--- config.mk ---
export PLATFORM = sky130hd
export DESIGN_NAME = exception_privilege_unit
export DESIGN_NICKNAME = d
export VERILOG_FILES = /design/src/common/exc_pkg.sv /design/src/rtl/vector_resolver.sv /design/src/rtl/exception_privilege_unit.sv
export SDC_FILE = /design/constraint.sdc
export NUM_CORES = 1
export LEC_CHECK = 0
export BUFFER_PORTS_ARGS = -buffer_cell sky130_fd_sc_hd__clkbuf_2
export CAP_MARGIN = 20
export CORE_MARGIN = 5
export CORE_UTILIZATION = 55
export DETAILED_ROUTE_END_ITERATION = 16
export GPL_ROUTABILITY_DRIVEN = 0
export PLACE_DENSITY_LB_ADDON = 0.08
export REMOVE_ABC_BUFFERS = 1
export SLEW_MARGIN = 20
export SYNTH_ARGS = -nofsm -noshare
export SYNTH_HDL_FRONTEND = slang
export SYNTH_SLANG_ARGS = --single-unit
--- constraint.sdc ---
create_clock -name pclk -period 3.1 [get_ports pclk]
set_input_delay 0.62 -clock pclk [delete_from_list [all_inputs] [get_ports pclk]]
set_output_delay 0.62 -clock pclk [all_outputs]
set_load 0.02 [all_outputs]
--- src/common/exc_pkg.sv ---
package exc_pkg;
    // ******************************
    // apb register map
    // ******************************
    localparam logic [7:0] OFF_SR = 8'h00;
    localparam logic [7:0] OFF_SUP_STACK = 8'h04;
    localparam logic [7:0] OFF_USER_STACK = 8'h08;
    localparam logic [7:0] OFF_TABLE_BASE = 8'h0c;
    localparam logic [7:0] OFF_ASP = 8'h10;
    localparam logic [7:0] OFF_INFO = 8'h14;
    localparam logic [7:0] OFF_VADDR = 8'h18;
    // ******************************
    // status word
    // ******************************
    localparam int SR_S_BIT = 13;
    localparam int SR_T_BIT = 15;
    localparam logic [15:0] SR_RESET = 16'h2700;
    localparam logic [15:0] SR_USER_MASK = 16'h00ff;
    // ******************************
    // vectors and frames
    // ******************************
    localparam logic [7:0] VEC_RESET = 8'h00;
    localparam logic [7:0] VEC_BUS_ERR = 8'h02;
    localparam logic [7:0] VEC_ADDR_ERR = 8'h03;
    localparam logic [7:0] VEC_PRIV = 8'h08;
    localparam logic [7:0] VEC_FORMAT = 8'h0e;
    localparam logic [7:0] VEC_SPURIOUS = 8'h18;
    localparam logic [7:0] VEC_AUTO_BASE = 8'h18;
    localparam logic [7:0] VEC_TRAP_BASE = 8'h20;
    localparam logic [3:0] FMT_SHORT = 4'h0;
    localparam logic [3:0] FMT_LONG = 4'h8;
    localparam logic [2:0] FC_USER_DATA = 3'h1;
    localparam logic [2:0] FC_USER_PROG = 3'h2;
    localparam logic [2:0] FC_SUPER_DATA = 3'h5;
    localparam logic [2:0] FC_SUPER_PROG = 3'h6;

    typedef enum logic [2:0] {
        EXK_RESET, EXK_INTERNAL, EXK_AUTOVEC, EXK_IRQ_VEC, EXK_TRAP
    } exc_kind_t;

    typedef enum logic [2:0] {
        OP_OTHER, OP_STOP, OP_RESET, OP_SR_WRITE,
        OP_USP_MOVE, OP_SR_READ, OP_CTRL_MOVE, OP_ALT_MOVE
    } insn_op_t;

    // entry address: table base plus four bytes per vector
    function automatic logic [31:0] vector_address(input logic [31:0] base,
                                                   input logic [7:0] num);
        return base + {22'h000000, num, 2'h0};
    endfunction
endpackage

--- src/rtl/vector_resolver.sv ---
`timescale 1ns/10ps
module vector_resolver (
    input wire exc_pkg::exc_kind_t kind, // exception source class
    input wire logic [7:0] vec_in, // internal or acknowledged vector
    input wire logic [2:0] irq_level, // autovector priority level
    input wire logic iack_berr, // bus error during acknowledge
    input wire logic [3:0] trap_n, // trap operand
    output logic [7:0] vec_num, // resolved vector number
    output logic program_space // fetch from program space
);
    always_comb begin
        vec_num = vec_in;
        program_space = 1'b0;
        case (kind)
            exc_pkg::EXK_RESET: begin
                // reset entry spans the stack word pair and the pc word pair
                vec_num = exc_pkg::VEC_RESET;
                program_space = 1'b1;
            end
            exc_pkg::EXK_AUTOVEC: begin
                vec_num = exc_pkg::VEC_AUTO_BASE + {5'h00, irq_level};
            end
            exc_pkg::EXK_TRAP: begin
                vec_num = exc_pkg::VEC_TRAP_BASE + {4'h0, trap_n};
            end
            default: begin
                vec_num = vec_in;
            end
        endcase
        // a faulted acknowledge never trusts the bus value
        if ((kind == exc_pkg::EXK_AUTOVEC || kind == exc_pkg::EXK_IRQ_VEC) && iack_berr) begin
            vec_num = exc_pkg::VEC_SPURIOUS;
        end
    end
endmodule

--- src/rtl/exception_privilege_unit.sv ---
`timescale 1ns/10ps
// How it works
// - status supervisor bit set means supervisor privilege, all instructions run
// - supervisor bit clear means user privilege
// - supervisor bus cycles are classified as supervisor references
// - user bus cycles are classified as user references
// - active stack pointer is supervisor or user pointer by privilege
// - user mode refuses stop, reset, status write, user pointer alternate_space_move
// - vm variant also guards status read, control and alternate alternate_space_move
// - only exception processing lifts user mode to supervisor
// - exception entry saves the status word then sets supervisor
// - vector zero spans four words, all others two
// - reset vector from program space, others from data space
// - bus error on interrupt acknowledge uses vector 24
// - autovector levels one to seven use vectors 25 to 31
// - trap n uses vector 32 plus n
// - vector 14 is format error only on vm variant
// - frame format 0000 short, 1000 long, others reserved
// - vm variant places the vector table at the table base
// - entry clears trace after copying the status word
// - all but reset push program counter and saved status
module exception_privilege_unit #(
    parameter bit VM_VARIANT = 1'b1
) (
    input wire logic pclk, // processor clock
    input wire logic presetn, // async reset, active low
    input wire logic psel, // apb select
    input wire logic penable, // apb access phase
    input wire logic pwrite, // apb write
    input wire logic [31:0] paddr, // apb byte address
    input wire logic [31:0] pwdata, // apb write data
    output logic [31:0] prdata, // apb read data
    output logic pready, // apb ready
    output logic pslverr, // apb error
    input wire logic exc_req, // exception request pulse
    input wire exc_pkg::exc_kind_t exc_kind, // class of that request
    input wire logic [7:0] exc_vector, // internal or acknowledged vector
    input wire logic [2:0] irq_level, // autovector level
    input wire logic iack_berr, // acknowledge ended in bus error
    input wire logic [3:0] trap_n, // trap operand
    input wire logic insn_valid, // instruction issue pulse
    input wire exc_pkg::insn_op_t insn_op, // issued instruction class
    input wire logic rte_valid, // return from exception pulse
    input wire logic [3:0] rte_format, // popped frame format
    input wire logic [15:0] rte_sr, // popped status word
    input wire logic bus_program, // current cycle fetches program
    output logic supervisor, // supervisor privilege level
    output logic [2:0] fc, // access classification
    output logic [31:0] active_sp, // selected stack pointer
    output logic exc_busy, // exception sequence running
    output logic priv_fault, // privileged op refused, pulse
    output logic format_err, // reserved frame on return, pulse
    output logic push_context, // push pc and saved sr, pulse
    output logic vec_fetch, // fetch vector entry, pulse
    output logic [7:0] vec_num, // current vector number
    output logic [31:0] vec_addr, // current vector address
    output logic vec_program, // vector from program space
    output logic [3:0] frame_format, // stack frame format code
    output logic [15:0] saved_sr // status copy taken on entry
);
    // ******************************
    // state
    // ******************************
    typedef enum logic [1:0] {ST_IDLE, ST_VECTOR, ST_STACK, ST_FETCH} state_t;

    typedef struct packed {
        state_t state;
        logic [15:0] sr;
        logic [31:0] sup_stack;
        logic [31:0] user_stack;
        logic [31:0] table_base;
        logic [15:0] saved_sr;
        exc_pkg::exc_kind_t kind;
        logic [7:0] vec_num;
        logic [31:0] vec_addr;
        logic vec_prog;
        logic [3:0] format;
        logic [31:0] prdata;
        logic slverr;
        logic priv_fault;
        logic format_err;
    } st_t;

    st_t cur;
    st_t next_cur;

    exc_pkg::exc_kind_t start_kind;
    logic [7:0] start_vec_in;
    logic [7:0] res_vec;
    logic res_prog;
    logic exc_start;
    logic priv_hit;
    logic fmt_hit;
    logic wr_en;
    logic rd_setup;
    logic [7:0] reg_off;
    logic addr_hi_ok;

    // ******************************
    // helpers
    // ******************************
    function automatic logic is_privileged(input exc_pkg::insn_op_t op);
        logic p;
        p = 1'b0;
        case (op)
            exc_pkg::OP_STOP, exc_pkg::OP_RESET,
            exc_pkg::OP_SR_WRITE, exc_pkg::OP_USP_MOVE: p = 1'b1;
            exc_pkg::OP_SR_READ, exc_pkg::OP_CTRL_MOVE,
            exc_pkg::OP_ALT_MOVE: p = VM_VARIANT;
            default: p = 1'b0;
        endcase
        return p;
    endfunction

    function automatic logic format_known(input logic [3:0] f);
        return f == exc_pkg::FMT_SHORT || f == exc_pkg::FMT_LONG;
    endfunction

    // ******************************
    // entry arbitration
    // ******************************
    // priority: external request, then privilege fault, then bad frame
    always_comb begin
        priv_hit = insn_valid && !cur.sr[exc_pkg::SR_S_BIT] && is_privileged(insn_op);
        fmt_hit = VM_VARIANT && rte_valid && cur.sr[exc_pkg::SR_S_BIT]
                  && !format_known(rte_format);
        exc_start = (cur.state == ST_IDLE) && (exc_req || priv_hit || fmt_hit);
        start_kind = exc_pkg::EXK_INTERNAL;
        start_vec_in = exc_pkg::VEC_PRIV;
        if (exc_req) begin
            start_kind = exc_kind;
            start_vec_in = exc_vector;
        end else if (fmt_hit) begin
            start_vec_in = exc_pkg::VEC_FORMAT;
        end
    end

    vector_resolver u_resolver (
        .kind(start_kind),
        .vec_in(start_vec_in),
        .irq_level(irq_level),
        .iack_berr(iack_berr),
        .trap_n(trap_n),
        .vec_num(res_vec),
        .program_space(res_prog)
    );

    // ******************************
    // apb decode
    // ******************************
    assign reg_off = paddr[7:0];
    assign addr_hi_ok = paddr[31:8] == 24'h000000;
    assign wr_en = psel && penable && pwrite && !cur.slverr;
    assign rd_setup = psel && !penable;

    // ******************************
    // next state
    // ******************************
    always_comb begin
        next_cur = cur;
        next_cur.priv_fault = 1'b0;
        next_cur.format_err = 1'b0;
        // answer is prepared in setup so it comes from flops in access
        if (rd_setup) begin
            next_cur.prdata = 32'h00000000;
            next_cur.slverr = 1'b0;
            if (!addr_hi_ok) begin
                next_cur.slverr = 1'b1;
            end else if (reg_off == exc_pkg::OFF_SR) begin
                next_cur.prdata = {16'h0000, cur.sr};
            end else if (reg_off == exc_pkg::OFF_SUP_STACK
                         || reg_off == exc_pkg::OFF_USER_STACK) begin
                // only supervisor code may use these two offsets; user code still reads and writes its own pointer through the active pointer offset
                next_cur.slverr = !cur.sr[exc_pkg::SR_S_BIT];
                next_cur.prdata = (reg_off == exc_pkg::OFF_SUP_STACK) ? cur.sup_stack
                                                                       : cur.user_stack;
            end else if (reg_off == exc_pkg::OFF_TABLE_BASE) begin
                next_cur.slverr = !cur.sr[exc_pkg::SR_S_BIT];
                next_cur.prdata = cur.table_base;
            end else if (reg_off == exc_pkg::OFF_ASP) begin
                next_cur.prdata = active_sp;
            end else if (reg_off == exc_pkg::OFF_INFO) begin
                next_cur.prdata = {cur.saved_sr, cur.vec_num, cur.format,
                                   1'b0, cur.kind};
            end else if (reg_off == exc_pkg::OFF_VADDR) begin
                next_cur.prdata = cur.vec_addr;
            end else begin
                next_cur.slverr = 1'b1;
            end
        end
        if (wr_en) begin
            if (reg_off == exc_pkg::OFF_SR) begin
                // user writes reach the low byte only, never the s bit
                if (cur.sr[exc_pkg::SR_S_BIT]) begin
                    next_cur.sr = pwdata[15:0];
                end else begin
                    next_cur.sr = (cur.sr & ~exc_pkg::SR_USER_MASK)
                                  | (pwdata[15:0] & exc_pkg::SR_USER_MASK);
                end
            end else if (reg_off == exc_pkg::OFF_SUP_STACK) begin
                next_cur.sup_stack = pwdata;
            end else if (reg_off == exc_pkg::OFF_USER_STACK) begin
                next_cur.user_stack = pwdata;
            end else if (reg_off == exc_pkg::OFF_TABLE_BASE && VM_VARIANT) begin
                next_cur.table_base = pwdata;
            end else if (reg_off == exc_pkg::OFF_ASP) begin
                if (cur.sr[exc_pkg::SR_S_BIT]) begin
                    next_cur.sup_stack = pwdata;
                end else begin
                    next_cur.user_stack = pwdata;
                end
            end
        end
        case (cur.state)
            ST_IDLE: begin
                if (exc_start) begin
                    next_cur.saved_sr = cur.sr;
                    next_cur.sr[exc_pkg::SR_S_BIT] = 1'b1;
                    next_cur.sr[exc_pkg::SR_T_BIT] = 1'b0;
                    next_cur.kind = start_kind;
                    next_cur.vec_num = res_vec;
                    next_cur.vec_prog = res_prog;
                    next_cur.priv_fault = priv_hit && !exc_req;
                    next_cur.format_err = fmt_hit && !exc_req && !priv_hit;
                    if (start_kind == exc_pkg::EXK_RESET) begin
                        next_cur.sr = exc_pkg::SR_RESET;
                        next_cur.table_base = 32'h00000000;
                    end
                    next_cur.state = ST_VECTOR;
                end else if (rte_valid && cur.sr[exc_pkg::SR_S_BIT]) begin
                    next_cur.sr = rte_sr;
                end
            end
            ST_VECTOR: begin
                next_cur.vec_addr = exc_pkg::vector_address(
                    VM_VARIANT ? cur.table_base : 32'h00000000, cur.vec_num);
                // bus and address errors on the vm variant stack the long frame
                if (VM_VARIANT && (cur.vec_num == exc_pkg::VEC_BUS_ERR
                                   || cur.vec_num == exc_pkg::VEC_ADDR_ERR)) begin
                    next_cur.format = exc_pkg::FMT_LONG;
                end else begin
                    next_cur.format = exc_pkg::FMT_SHORT;
                end
                if (cur.kind == exc_pkg::EXK_RESET) begin
                    next_cur.state = ST_FETCH;
                end else begin
                    next_cur.state = ST_STACK;
                end
            end
            ST_STACK: begin
                next_cur.state = ST_FETCH;
            end
            default: begin
                next_cur.state = ST_IDLE;
            end
        endcase
    end

    // power-up behaves as a reset exception already past the copy step
    always_ff @(posedge pclk or negedge presetn) begin
        if (!presetn) begin
            cur <= '{
                state: ST_VECTOR,
                sr: exc_pkg::SR_RESET,
                sup_stack: 32'h00000000,
                user_stack: 32'h00000000,
                table_base: 32'h00000000,
                saved_sr: exc_pkg::SR_RESET,
                kind: exc_pkg::EXK_RESET,
                vec_num: exc_pkg::VEC_RESET,
                vec_addr: 32'h00000000,
                vec_prog: 1'b1,
                format: exc_pkg::FMT_SHORT,
                prdata: 32'h00000000,
                slverr: 1'b0,
                priv_fault: 1'b0,
                format_err: 1'b0
            };
        end else begin
            cur <= next_cur;
        end
    end

    // ******************************
    // outputs
    // ******************************
    assign supervisor = cur.sr[exc_pkg::SR_S_BIT];
    assign fc = cur.sr[exc_pkg::SR_S_BIT]
                ? (bus_program ? exc_pkg::FC_SUPER_PROG : exc_pkg::FC_SUPER_DATA)
                : (bus_program ? exc_pkg::FC_USER_PROG : exc_pkg::FC_USER_DATA);
    assign active_sp = cur.sr[exc_pkg::SR_S_BIT] ? cur.sup_stack : cur.user_stack;
    assign exc_busy = cur.state != ST_IDLE;
    assign priv_fault = cur.priv_fault;
    assign format_err = cur.format_err;
    assign push_context = cur.state == ST_STACK;
    assign vec_fetch = cur.state == ST_FETCH;
    assign vec_num = cur.vec_num;
    assign vec_addr = cur.vec_addr;
    assign vec_program = cur.vec_prog;
    assign frame_format = cur.format;
    assign saved_sr = cur.saved_sr;
    assign prdata = cur.prdata;
    assign pready = 1'b1;
    assign pslverr = psel && penable && cur.slverr;
endmodule

==> impl_summary.txt, run 1 <==
----------------------------------------------------
[Critical path]
  Flop-to-flop setup slack ... 520 ps
  Category of the worst setup path launch point ... flip-flop
  Start-to-end type of the worst setup path ... flip-flop to output port
  Kind of capture point of the worst setup path ... output port
  Max Fanout on Critical Path ... 25
  Ordered list of cells on the worst path ... buf_12, mux2_2, clkbuf_2
  Crit path arrival time ... approximately 2300 ps
  Cell count of the worst reg-to-reg path ... 8
  Critical Path RT ... between 2000 and 2500 ps
  Worst-path cell with the longest stage delay ... sky130_fd_sc_hd__dfstp_2
  Critical Path Max Stage Delay ... a little over 900 ps

[Drt]
  Detail Route Antenna Nets ... 0
  Via density per instance ... between 6 and 7
  Total wirelength of the detailed-routed design ... roughly 39 mm
  Count of vias placed by the detailed router ... ~10,000
  First drt pass iteration count ... 5
  Total DRC errors in the routed layout ... 0
  Drt first-iter violations ... roughly 790
  Post-detailed-route wirelength per cell ... roughly 24 um

[Power]
  Static Leak ... between 7 and 8 nW
  Power per standard cell area ... about 640 nW/um^2
  Max IR drop VDD ... 475 uV

[CTS]
  Cts-stage hold buffer count ... 0
  Number of buffers created by CTS ... 23
  CTS Root Buffer Type ... sky130_fd_sc_hd__clkbuf_16
  Clock insertion delay at the later pin of the skew report ... around 510 ps
  Post-CTS Setup Inserts ... 0
  Number of sinks handled by clock tree synthesis ... 210
  Buffers from clock root to sink, at most ... 3
  Htree depth ... 1
  Number of instances resized during post-cts repair ... 0
  Reg clk slew, reported paths ... about 60 ps
  Clock tree from TritonCTS ... yes

[Final layout]
  Leading cell type in the layout, fill and taps excluded ... sky130_fd_sc_hd__clkbuf_2
  Most frequent cells in the layout ... sky130_fd_sc_hd__clkbuf_2, sky130_fd_sc_hd__dfrtp_1, sky130_fd_sc_hd__mux2_2, sky130_fd_sc_hd__nor2_1, sky130_fd_sc_hd__nand2_1
  Antenna Diode Count ... 0
  Area Overhead vs Synth ... 13.6%
  Layout Nets ... between 1,000 and 1,500
  Fillcell total ... 1,873
  Proportion of layout cells with a drive suffix above 1 ... 0.355

[Worst hold path]
  Worst hold path type ... input pin to async pin

[Global route]
  Aggregate global routing overflow ... 0
  Initial antenna violation count ... 0
  Pin count of the biggest net entering global routing ... 84
  Global-route wire length before repair ... 60.8 mm
  Number of global-route vias before repair ... 10,400
  GRT Util Overall ... 0.299

[Synth]
  EDFF count, synth ... 0
  Area share of and/or/nand/nor cells after synthesis ... 0.122
  Count of cell types in the netlist ... 75
  Dominant combinational cell family by area after synthesis ... compound AO/OA/AOI/OAI gates
  Post-synthesis compound-gate area fraction ... 0.174
  Fraction of registers with async set/reset ... 1.00
  Adder-Cell Fraction of Synth Area ... 0.0139
  Leading post-synthesis cells by cell area ... sky130_fd_sc_hd__dfrtp_1, sky130_fd_sc_hd__mux2_2, sky130_fd_sc_hd__buf_4, sky130_fd_sc_hd__mux2i_1, sky130_fd_sc_hd__nor2_1
  Fraction of synthesized area in multiplexers ... 0.162
  Area share of the largest cell type after synthesis ... 0.407
  Sequential share of the synthesized area ... 0.429
  Number of storage elements in the synthesis netlist ... 210
  Cell Area, Synth ... about 12,000 sq um
  Main flop type after synthesis ... sky130_fd_sc_hd__dfrtp_1
  Cell type with the highest aggregate area in the netlist ... sky130_fd_sc_hd__dfrtp_1
  Synth Instances ... approximately 1,200
  Post-synthesis xor/xnor area fraction ... 0.00214
  Post-synthesis average cell area ... between 10 and 15 sq um
  Total number of yosys warnings ... 0

[Floorplanning]
  Die extent in y ... 159 um
  Starting density of the core ... 0.561
  Floorplan die area ... 25,400 sq um
  Standard-cell row count ... between 50 and 60
  Count of boundary I/O pins ... around 250
  Core footprint ... around 22,000 sq um
  Die Width ... about 160 um

[STA]
  Pin slew with the least headroom to its limit ... 937 ps
  Setup repair after global routing missed its margin ... false
  Sum of negative setup slack ... 0 ps
  Headroom to the max-slew limit ... 0.371
  Worst hold slack ... 120 ps
  Final critical-path share of the clock period ... 0.946
  Time the final worst path needs with I/O delays and setup ... between 2000 and 3000 ps
  Number of hold-slack violations in the final timing report ... 0
  Final setup violation count ... 0
  Pins Over Slew Limit ... 0
  Max frequency ... between 300 and 400 MHz
  Setup clock skew after layout ... between 9 and 10 ps

[Run status]
  Status ... complete, no violations

[Place]
  Count of input and output buffers ... between 200 and 250
  Detail Placement HPWL ... about 27 mm

[Flow run]
  Max capacitance violation total ... 0

----------------------------------------------------
[Yosys cell counts, types with 5 or more instances]
library cell,count
sky130_fd_sc_hd__a2111o_1,5
sky130_fd_sc_hd__a211oi_1,5
sky130_fd_sc_hd__a21o_1,8
sky130_fd_sc_hd__a21oi_1,44
sky130_fd_sc_hd__a221oi_1,6
sky130_fd_sc_hd__a22o_1,13
sky130_fd_sc_hd__a311oi_1,10
sky130_fd_sc_hd__a31oi_1,12
sky130_fd_sc_hd__a32o_1,14
sky130_fd_sc_hd__a32oi_1,5
sky130_fd_sc_hd__and2_1,6
sky130_fd_sc_hd__and3_1,6
sky130_fd_sc_hd__buf_1,5
sky130_fd_sc_hd__buf_2,23
sky130_fd_sc_hd__buf_4,99
sky130_fd_sc_hd__clkbuf_1,55
sky130_fd_sc_hd__dfrtp_1,200
sky130_fd_sc_hd__dfstp_2,10
sky130_fd_sc_hd__ha_1,12
sky130_fd_sc_hd__inv_1,21
sky130_fd_sc_hd__mux2_2,120
sky130_fd_sc_hd__mux2i_1,63
sky130_fd_sc_hd__nand2_1,73
sky130_fd_sc_hd__nand2b_1,7
sky130_fd_sc_hd__nand3_1,27
sky130_fd_sc_hd__nand4_1,9
sky130_fd_sc_hd__nor2_1,93
sky130_fd_sc_hd__nor2b_1,18
sky130_fd_sc_hd__nor3_1,9
sky130_fd_sc_hd__nor4_1,10
sky130_fd_sc_hd__o21a_1,15
sky130_fd_sc_hd__o21ai_0,64
sky130_fd_sc_hd__o221a_2,10
sky130_fd_sc_hd__o22a_1,10
sky130_fd_sc_hd__o22ai_1,18
sky130_fd_sc_hd__o2bb2ai_1,11
sky130_fd_sc_hd__o31ai_1,12
sky130_fd_sc_hd__o32ai_1,13
sky130_fd_sc_hd__or3_1,14
[registers in the layout (all words and copies together) (netlist names), 8 cells and up]
signal    flops
vec_addr     32
vec_num       8
prdata       32
saved_sr     16
cur         117
[final timing paths]
path,from,end
worst max-delay path,supervisor$_DFF_PN1_,active_sp[14]
worst min-delay path,presetn,prdata[20]$_DFFE_PN0P_
worst max register to register,vec_num[0]$_DFFE_PN0P_,vec_addr[18]$_DFFE_PN0N_
worst min register to register,prdata[22]$_DFFE_PN0P_,prdata[22]$_DFFE_PN0P_
max in group asynchronous,presetn,vec_program$_DFFE_PN1P_
min in group pclk,rte_sr[0],cur[195]$_DFF_PN0_
[routing by layer]
layer | wire length (um) | vias up | share of wire | global-route usage
met4 | 1210 | 0 | 0.031 | 0.102
li1 | - | 4654 | - | -
met1 | 16400 | 5140 | 0.42 | 0.403
met3 | 3180 | 86 | 0.081 | 0.0663
met5 | 0 | - | 0 | 0
met2 | 18500 | 492 | 0.47 | 0.481
[cell type report]
class / instances / area, sq um / share of cell area
Clock buffer: 38 / 712 / 0.0510
Clock inverter: 3 / 15.0 / 0.00108
Inverter: 23 / 86.3 / 0.00619
Multi-Input combinational cell: 799 / 5850 / 0.419
Sequential cell: 210 / 5270 / 0.377
Tap cell: 280 / 350 / 0.0251
Timing Repair Buffer: 295 / 1670 / 0.120
[worst max-delay path: cells and delay by family (launching register included)]
family	cells	cell delay, ps
DFF	1	920
buffers and inverters	2	460
muxes	1	400
[logic make-up after synthesis]
group | Yosys count
muxes | 184
adders and majority gates | 13
and+or+nand+nor | 296
DFF | 210
xor gates and xnor gates | 3
buffers and inverters | 207
other | 2
AOI/OAI and AO/OA | 299
[metrics by stage]
step           power (mW)  instance area, sq um  setup slack [ps]  cells  utilization
2_1_floorplan        5.02                 11200              -353   1032            -
3_3_place_gp         6.20                 13200               453   1607        0.604
3_5_place_dp         6.25                 13200               392   1607        0.604
4_1_cts              8.89                 14000               179   1648        0.637
5_1_grt              9.28                 14000               114   1648        0.638
6_report             8.88                 14000               169   1648        0.638
[report_power, final]
group	total [mW]	switching [mW]	internal [mW]	leakage, nW
logic	2.47	1.52	0.944	3.93
clock network	2.64	1.08	1.56	0.361
registers	3.77	0.583	3.19	2.82
total	8.88	3.19	5.69	7.12
Power figures use the tool's default switching activity.
==> run 2, diff against run 1 <==
--- a/config.mk
+++ b/config.mk
@@ -11,9 +11,11 @@
 export CORE_UTILIZATION = 55
 export DETAILED_ROUTE_END_ITERATION = 16
 export GPL_ROUTABILITY_DRIVEN = 0
+export HOLD_SLACK_MARGIN = 0.12
 export PLACE_DENSITY_LB_ADDON = 0.08
 export REMOVE_ABC_BUFFERS = 1
 export SLEW_MARGIN = 20
 export SYNTH_ARGS = -nofsm -noshare
 export SYNTH_HDL_FRONTEND = slang
+export SYNTH_HIERARCHICAL = 1
 export SYNTH_SLANG_ARGS = --single-unit
==> run 2 against run 1 <==
Against the previous run:
- design area up 6.1%
- area after synthesis grew 6.2%
- critical endpoint is now active_sp[22]
- non-clock buffer count rose by 4
==> impl_summary.txt, run 2 <==
----------------------------------------------------
[Run status]
  Status ... complete, no violations (unchanged)

[Final layout]
  Most frequent cells in the layout ... sky130_fd_sc_hd__clkbuf_2, sky130_fd_sc_hd__dfrtp_1, sky130_fd_sc_hd__nand2_1, sky130_fd_sc_hd__mux2_2, sky130_fd_sc_hd__a21oi_1 (was sky130_fd_sc_hd__clkbuf_2, sky130_fd_sc_hd__dfrtp_1, sky130_fd_sc_hd__mux2_2, sky130_fd_sc_hd__nor2_1, sky130_fd_sc_hd__nand2_1)
  Layout Nets ... 1,621 (was 1,480)
  Most flops, register ... cur (unchanged)
  Core occupancy in the finished layout ... 0.633 (was 0.638)
  Leading cell type in the layout, fill and taps excluded ... sky130_fd_sc_hd__clkbuf_2 (unchanged)
  Flip-flop count of the largest register after layout ... 117 (unchanged)
  Fillcell total ... 2,140 (was 1,873)
  Proportion of layout cells with a drive suffix above 1 ... 0.330 (was 0.355)
  Area Overhead vs Synth ... 13.5% (was 13.6%)

[Critical path]
  Crit path arrival time ... 2280 ps (was 2310 ps)
  Flop-to-flop setup slack ... 450 ps (was 520 ps)
  Critical Path RT ... 2480 ps (about the same)
  Launch point of the critical path ... supervisor$_DFF_PN1_ (unchanged)
  Capture point of the critical path ... active_sp[22] (was active_sp[14])
  Start-to-end type of the worst setup path ... flip-flop to output port (unchanged)
  Critical register-to-register path startpoint ... vec_num[0]$_DFFE_PN0P_ (unchanged)
  Category of the worst setup path launch point ... flip-flop (unchanged)
  Max Fanout on Critical Path ... 36 (was 25)
  Kind of capture point of the worst setup path ... output port (unchanged)
  Cell count of the worst reg-to-reg path ... 9 (was 8)
  Destination of the worst register-to-register timing path ... vec_addr[26]$_DFFE_PN0P_ (was vec_addr[18]$_DFFE_PN0N_)

[CTS]
  Clock insertion delay at the later pin of the skew report ... 520 ps (was 510 ps)
  Htree depth ... 1 (unchanged)
  Clock tree from TritonCTS ... yes (unchanged)
  Cts-stage hold buffer count ... 0 (unchanged)
  Post-CTS Setup Inserts ... 0 (unchanged)
  Reg clk slew, reported paths ... 60 ps (about the same)
  CTS Root Buffer Type ... sky130_fd_sc_hd__clkbuf_16 (unchanged)
  Buffers from clock root to sink, at most ... 3 (unchanged)
  Number of instances resized during post-cts repair ... 0 (unchanged)
  Number of sinks handled by clock tree synthesis ... 210 (unchanged)
  Number of buffers created by CTS ... 24 (was 23)

[Global route]
  Initial antenna violation count ... 1 (was 0)
  Number of global-route vias before repair ... 11,200 (was 10,400)
  GRT Util Overall ... 0.307 (was 0.299)
  Aggregate global routing overflow ... 0 (unchanged)
  Pin count of the biggest net entering global routing ... 83 (was 84)
  Global-route wire length before repair ... 64.7 mm (was 60.8 mm)

[Power]
  Fraction of power spent switching nets ... 0.359 (about the same)
  Share of power burned in combinational logic ... 0.286 (was 0.278)
  Seq pwr share ... 0.412 (was 0.425)
  Switching power ... 3.23 mW (was 3.19 mW)
  Static Leak ... 7.06 nW (was 7.12 nW)
  Max IR drop VDD ... 577 uV (was 475 uV)
  Clock share of power ... 0.303 (was 0.297)
  Power per standard cell area ... 607 nW/um^2 (was 636 nW/um^2)
  Final Total Pwr ... 8.99 mW (was 8.88 mW)
  Internal Dissipation ... 5.76 mW (was 5.69 mW)

[STA]
  Setup clock skew after layout ... 12.1 ps (was 9.51 ps)
  Number of hold-slack violations in the final timing report ... 0 (unchanged)
  Headroom to the max-slew limit ... 0.284 (was 0.371)
  Setup repair after global routing missed its margin ... false (unchanged)
  Max frequency ... 345 MHz (was 341 MHz)
  Pins Over Slew Limit ... 0 (unchanged)
  Final setup violation count ... 0 (unchanged)
  Final critical-path share of the clock period ... 0.935 (was 0.946)
  Sum of negative setup slack ... 0 ps (unchanged)
  Pin slew with the least headroom to its limit ... 1060 ps (was 937 ps)
  Time the final worst path needs with I/O delays and setup ... 2900 ps (was 2930 ps)
  Fin worst setup slack ... 201 ps (was 169 ps)
  Worst hold slack ... 132 ps (was 120 ps)

[Synth]
  EDFF count, synth ... 0 (unchanged)
  Leading post-synthesis cells by cell area ... sky130_fd_sc_hd__dfrtp_1, sky130_fd_sc_hd__mux2_2, sky130_fd_sc_hd__buf_4, sky130_fd_sc_hd__nand2_1, sky130_fd_sc_hd__mux2_4 (was sky130_fd_sc_hd__dfrtp_1, sky130_fd_sc_hd__mux2_2, sky130_fd_sc_hd__buf_4, sky130_fd_sc_hd__mux2i_1, sky130_fd_sc_hd__nor2_1)
  Main flop type after synthesis ... sky130_fd_sc_hd__dfrtp_1 (unchanged)
  Synth Instances ... 1,365 (was 1,214)
  Fraction of registers with async set/reset ... 1.00 (unchanged)
  Cell type with the highest aggregate area in the netlist ... sky130_fd_sc_hd__dfrtp_1 (unchanged)
  Number of storage elements in the synthesis netlist ... 210 (unchanged)
  Cell with the most instances after synthesis ... sky130_fd_sc_hd__dfrtp_1 (unchanged)
  Total number of yosys warnings ... 6 (was 0)
  Cell Area, Synth ... 13,000 sq um (was 12,300 sq um)
  Area share of the largest cell type after synthesis ... 0.384 (was 0.407)
  Post-synthesis average cell area ... 9.56 sq um (was 10.1 sq um)
  Most frequent cells after synthesis ... sky130_fd_sc_hd__dfrtp_1, sky130_fd_sc_hd__nand2_1, sky130_fd_sc_hd__mux2_2 (was sky130_fd_sc_hd__dfrtp_1, sky130_fd_sc_hd__mux2_2, sky130_fd_sc_hd__buf_4)
  Sequential share of the synthesized area ... 0.404 (was 0.429)
  Count of cell types in the netlist ... 69 (was 75)

[Drt]
  Post-detailed-route wirelength per cell ... 22.9 um (was 23.9 um)
  Detail Route Antenna Nets ... 0 (unchanged)
  Via density per instance ... 6.15 (was 6.29)
  Total wirelength of the detailed-routed design ... 41.9 mm (was 39.4 mm)
  Count of vias placed by the detailed router ... 11,300 (was 10,400)
  Drt first-iter violations ... 944 (was 793)
  First drt pass iteration count ... 5 (unchanged)
  Total DRC errors in the routed layout ... 0 (unchanged)

[Place]
  Detail Placement HPWL ... 29.1 mm (was 27.2 mm)
  Count of input and output buffers ... 245 (unchanged)
  Worst setup slack before clock tree synthesis ... 167 ps (was 392 ps)

[Flow run]
  Max capacitance violation total ... 0 (unchanged)

[Floorplanning]
  Die Width ... 164 um (was 159 um)
  Floorplan die area ... 26,900 sq um (was 25,400 sq um)
  Starting density of the core ... 0.557 (was 0.561)
  Die extent in y ... 164 um (was 159 um)
  Standard-cell row count ... 56 (was 54)
  Count of boundary I/O pins ... 251 (unchanged)
  Core footprint ... 23,400 sq um (was 21,900 sq um)

[Worst hold path]
  Worst hold path type ... input pin to async pin (unchanged)

----------------------------------------------------
## run 2: cell count changes in the layout (fill, tap and decap cells not counted), sizes merged, moves of 16 or more
| cell | previous run | this run |
|---|---|---|
| nor4 | 12 | 28 |
| nor2 | 93 | 61 |
| a21oi | 44 | 86 |
| nand2 | 73 | 149 |
| o22ai | 18 | 0 |
| and2 | 6 | 23 |
| mux2i | 63 | 26 |
## run 2: cell type report
type	instances	area [sq um]	area share
diodes	1	2.50	0.000169
clock buffers	42	729	0.0493
clock inverters	2	10.0	0.000676
inverters	30	113	0.00760
multi-input cells	927	6550	0.442
flip-flops and latches	210	5270	0.356
well taps	319	399	0.0270
repair buffers	299	1740	0.118
## run 2: power by group through the flow
stage               clock, mW  sequential, mW  combinational (mW)
finish                   2.72            3.70                2.57
global route             2.87            3.75                2.78
CTS                      2.75            3.69                2.56
detailed placement          0            3.74                2.55
global placement            0            3.73                2.50
floorplan                   0            3.87                1.19
## run 2: how the worst min path moves through the flow
stage                                      start                      to  slack (ps)
after floorplan                          presetn      cur[100]$_DFF_PN0_         320
after global placement    prdata[27]$_DFFE_PN0P_  prdata[27]$_DFFE_PN0P_         470
after detailed placement  prdata[27]$_DFFE_PN0P_  prdata[27]$_DFFE_PN0P_         470
after CTS                                presetn    cur[189]$_DFFE_PN0P_         180
after global routing                     presetn  prdata[27]$_DFFE_PN0P_         200
final                                    presetn    cur[190]$_DFFE_PN0P_         130
## run 2: logic make-up after synthesis
| kind of cell | share of synthesized area |
|---|---|
| AND/OR/NAND/NOR | 0.142 |
| AO/OA/AOI/OAI | 0.191 |
| buffers and inverters | 0.0997 |
| flip-flops | 0.404 |
| multiplexers | 0.146 |
| adder cells (fa/ha/maj) | 0.0140 |
| XOR/XNOR | 0.00269 |
| other | 0.000576 |
## run 2: critical path: stages, from the launching register on
cell and delay [ps]:
sky130_fd_sc_hd__dfstp_2 840, sky130_fd_sc_hd__buf_12 310, sky130_fd_sc_hd__mux2_2 400, sky130_fd_sc_hd__clkbuf_2 160
## run 2: per-stage QoR
| stage | instance area, sq um | instances |
|---|---|---|
| after CTS | 14800 | 1829 |
| final | 14800 | 1830 |
| after global placement | 14100 | 1785 |
| after floorplan | 11900 | 1167 |
| after detailed placement | 14100 | 1785 |
| after global routing | 14800 | 1830 |
## run 2: metal layers
| metal | vias to the layer above | wire length (um) | track usage |
|---|---|---|---|
| li1 | 5154 | - | - |
| met1 | 5508 | 17400 | 0.416 |
| met2 | 518 | 19900 | 0.505 |
| met3 | 77 | 3490 | 0.0582 |
| met4 | 0 | 1090 | 0.0915 |
| met5 | - | 0 | 0 |
==> run 3, diff against run 2 <==
--- a/config.mk
+++ b/config.mk
@@ -6,7 +6,7 @@
 export NUM_CORES = 1
 export LEC_CHECK = 0
 export BUFFER_PORTS_ARGS = -buffer_cell sky130_fd_sc_hd__clkbuf_2
-export CAP_MARGIN = 20
+export CAP_MARGIN = 40
 export CORE_MARGIN = 5
 export CORE_UTILIZATION = 55
 export DETAILED_ROUTE_END_ITERATION = 16
==> constraint.sdc (replaced) <==
create_clock -name pclk -period 2.95 [get_ports pclk]
set_input_delay 0.59 -clock pclk [delete_from_list [all_inputs] [get_ports pclk]]
set_output_delay 0.59 -clock pclk [all_outputs]
set_load 0.02 [all_outputs]
==> run 3 against run 2 <==
Against the previous run:
- global-route usage is 0.11 points higher
- register-to-register slack worse by 140 ps
- cell count is 0.38% higher
- wire length is 0.40% higher
- sequential share of layout area is 0.25 points lower
- critical endpoint is now active_sp[13]
- non-clock buffer count is 8 higher
- sequential cell count stayed put
==> impl_summary.txt, run 3 (synthesis gave the netlist of run 2 again) <==
----------------------------------------------------
[Run status]
  Status ... complete, no violations (unchanged)

[STA]
  Final critical-path share of the clock period ... 0.960
  Max frequency ... 353 MHz
  Number of hold-slack violations in the final timing report ... 0 (unchanged)
  Pin slew with the least headroom to its limit ... 706 ps (was 1060 ps)
  Headroom to the max-slew limit ... 0.529 (was 0.284)
  Time the final worst path needs with I/O delays and setup ... between 2000 and 3000 ps
  Setup clock skew after layout ... 12.6 ps (was 12.1 ps)
  Setup repair after global routing missed its margin ... false (unchanged)
  Pins Over Slew Limit ... 0 (unchanged)
  Final setup violation count ... 0 (unchanged)

[CTS]
  CTS Root Buffer Type ... sky130_fd_sc_hd__clkbuf_16 (unchanged)
  Number of instances resized during post-cts repair ... 0 (unchanged)
  Number of buffers created by CTS ... 24 (unchanged)
  Reg clk slew, reported paths ... 60 ps (about the same)
  Post-CTS Setup Inserts ... 0 (unchanged)
  Htree depth ... 1 (unchanged)
  Cts-stage hold buffer count ... 0 (unchanged)
  Number of sinks handled by clock tree synthesis ... 210 (unchanged)
  Buffers from clock root to sink, at most ... 3 (unchanged)
  Clock tree from TritonCTS ... yes (unchanged)
  Clock insertion delay at the later pin of the skew report ... 520 ps (about the same)

[Critical path]
  Start-to-end type of the worst setup path ... flip-flop to output port (unchanged)
  Crit path arrival time ... 2240 ps (was 2280 ps)
  Ordered list of cells on the worst path ... buf_12, mux2_2, clkbuf_2 (unchanged)
  Kind of capture point of the worst setup path ... output port (unchanged)
  Family with the most delay on the worst path ... flip-flops (unchanged)
  Number of buffer and inverter instances along the worst setup path ... 2 (unchanged)
  Category of the worst setup path launch point ... flip-flop (unchanged)
  Worst-path cell with the longest stage delay ... sky130_fd_sc_hd__dfstp_2 (unchanged)
  Max Fanout on Critical Path ... 38 (was 36)
  Critical Path Max Stage Delay ... 820 ps (was 840 ps)
  Critical Path RT ... 2360 ps (was 2480 ps)

[Final layout]
  Fillcell total ... 2,062 (was 2,140)
  Most flops, register ... cur (unchanged)
  Most frequent cells in the layout ... sky130_fd_sc_hd__clkbuf_2, sky130_fd_sc_hd__dfrtp_1, sky130_fd_sc_hd__nand2_1, sky130_fd_sc_hd__mux2_2, sky130_fd_sc_hd__a21oi_1 (unchanged)
  Core occupancy in the finished layout ... 0.637 (was 0.633)
  Leading cell type in the layout, fill and taps excluded ... sky130_fd_sc_hd__clkbuf_2 (unchanged)
  Area Overhead vs Synth ... 14.3% (was 13.5%)
  Flip-flop count of the largest register after layout ... 117 (unchanged)
  Layout Nets ... 1,629 (was 1,621)
  Proportion of layout cells with a drive suffix above 1 ... 0.338 (was 0.330)
  Antenna Diode Count ... 0 (was 1)

[Drt]
  Total DRC errors in the routed layout ... 0 (unchanged)
  Drt first-iter violations ... 968 (was 944)
  Count of vias placed by the detailed router ... 11,500 (was 11,300)
  Via density per instance ... 6.25 (was 6.15)
  Detail Route Antenna Nets ... 0 (unchanged)
  Post-detailed-route wirelength per cell ... 22.9 um (about the same)
  Total wirelength of the detailed-routed design ... 42.1 mm (was 41.9 mm)
  First drt pass iteration count ... 8 (was 5)

[Floorplanning]
  Floorplan die area ... 26,900 sq um (unchanged)
  Die Width ... 164 um (unchanged)
  Count of boundary I/O pins ... 251 (unchanged)
  Die extent in y ... 164 um (unchanged)
  Starting density of the core ... 0.557 (unchanged)
  Standard-cell row count ... 56 (unchanged)
  Core footprint ... 23,400 sq um (unchanged)

[Power]
  Static Leak ... 7.13 nW (was 7.06 nW)
  Max IR drop VDD ... 627 uV (was 577 uV)
  Power per standard cell area ... 642 nW/um^2 (was 607 nW/um^2)
  Final Total Pwr ... 9.58 mW (was 8.99 mW)

[Place]
  Detail Placement HPWL ... 29.4 mm (was 29.1 mm)
  Count of input and output buffers ... 245 (unchanged)

[Global route]
  Aggregate global routing overflow ... 0 (unchanged)
  Initial antenna violation count ... 0 (was 1)
  GRT Util Overall ... 0.308 (was 0.307)
  Global-route wire length before repair ... 64.8 mm (was 64.7 mm)
  Pin count of the biggest net entering global routing ... 83 (unchanged)
  Number of global-route vias before repair ... 11,300 (was 11,200)

[Flow run]
  Max capacitance violation total ... 0 (unchanged)

[Worst hold path]
  Worst hold path type ... input pin to async pin (unchanged)

----------------------------------------------------
-- run 3: worst paths after layout --
path,from,endpoint,slack (ps),depth (start not counted)
setup reg to reg,vec_num[0]$_DFFE_PN0P_,vec_addr[30]$_DFFE_PN0P_,310,9
hold reg to reg,prdata[27]$_DFFE_PN0P_,prdata[27]$_DFFE_PN0P_,480,2
setup / recovery,supervisor$_DFF_PN1_,active_sp[13],120,3
min in group pclk,rte_sr[14],cur[209]$_DFF_PN0_,280,3
max in group asynchronous,presetn,vec_addr[6]$_DFFE_PN0P_,2060,2
hold / removal,presetn,cur[191]$_DFFE_PN0P_,100,1
-- run 3: per-stage QoR --
step	TNS, ps	setup slack (ps)	cell area [sq um]	instances	hold slack, ps
3_3_place_gp	0	64.1	14100	1793	467
3_5_place_dp	0	50.7	14100	1793	476
4_1_cts	0	107	14900	1837	137
6_report	0	118	14900	1837	97.0
2_1_floorplan	-115820	-2200	11900	1167	294
5_1_grt	0	58.5	14900	1837	159
-- run 3: final cells by class --
cell class	count	area [sq um]	area share
multi-input combinational	927	6550	0.439
sequential	210	5270	0.353
timing repair buffer	307	1800	0.121
clock buffer	36	717	0.0481
tap	319	399	0.0268
inverter	30	113	0.00755
clock inverter	8	68.8	0.00461
-- run 3: power by group --
group / total [mW] / internal (mW) / switching, mW
Combinational: 2.73 / 1.06 / 1.67
Clock: 2.97 / 1.76 / 1.21
Sequential: 3.87 / 3.34 / 0.530
Total: 9.58 / 6.17 / 3.41
-- run 3: per-layer routing --
metal	global-route usage	up-vias	share of wire
met1	0.419	5674	0.42
met3	0.0502	108	0.078
met5	0	-	0
met2	0.501	527	0.47
met4	0.113	0	0.035
li1	-	5164	-
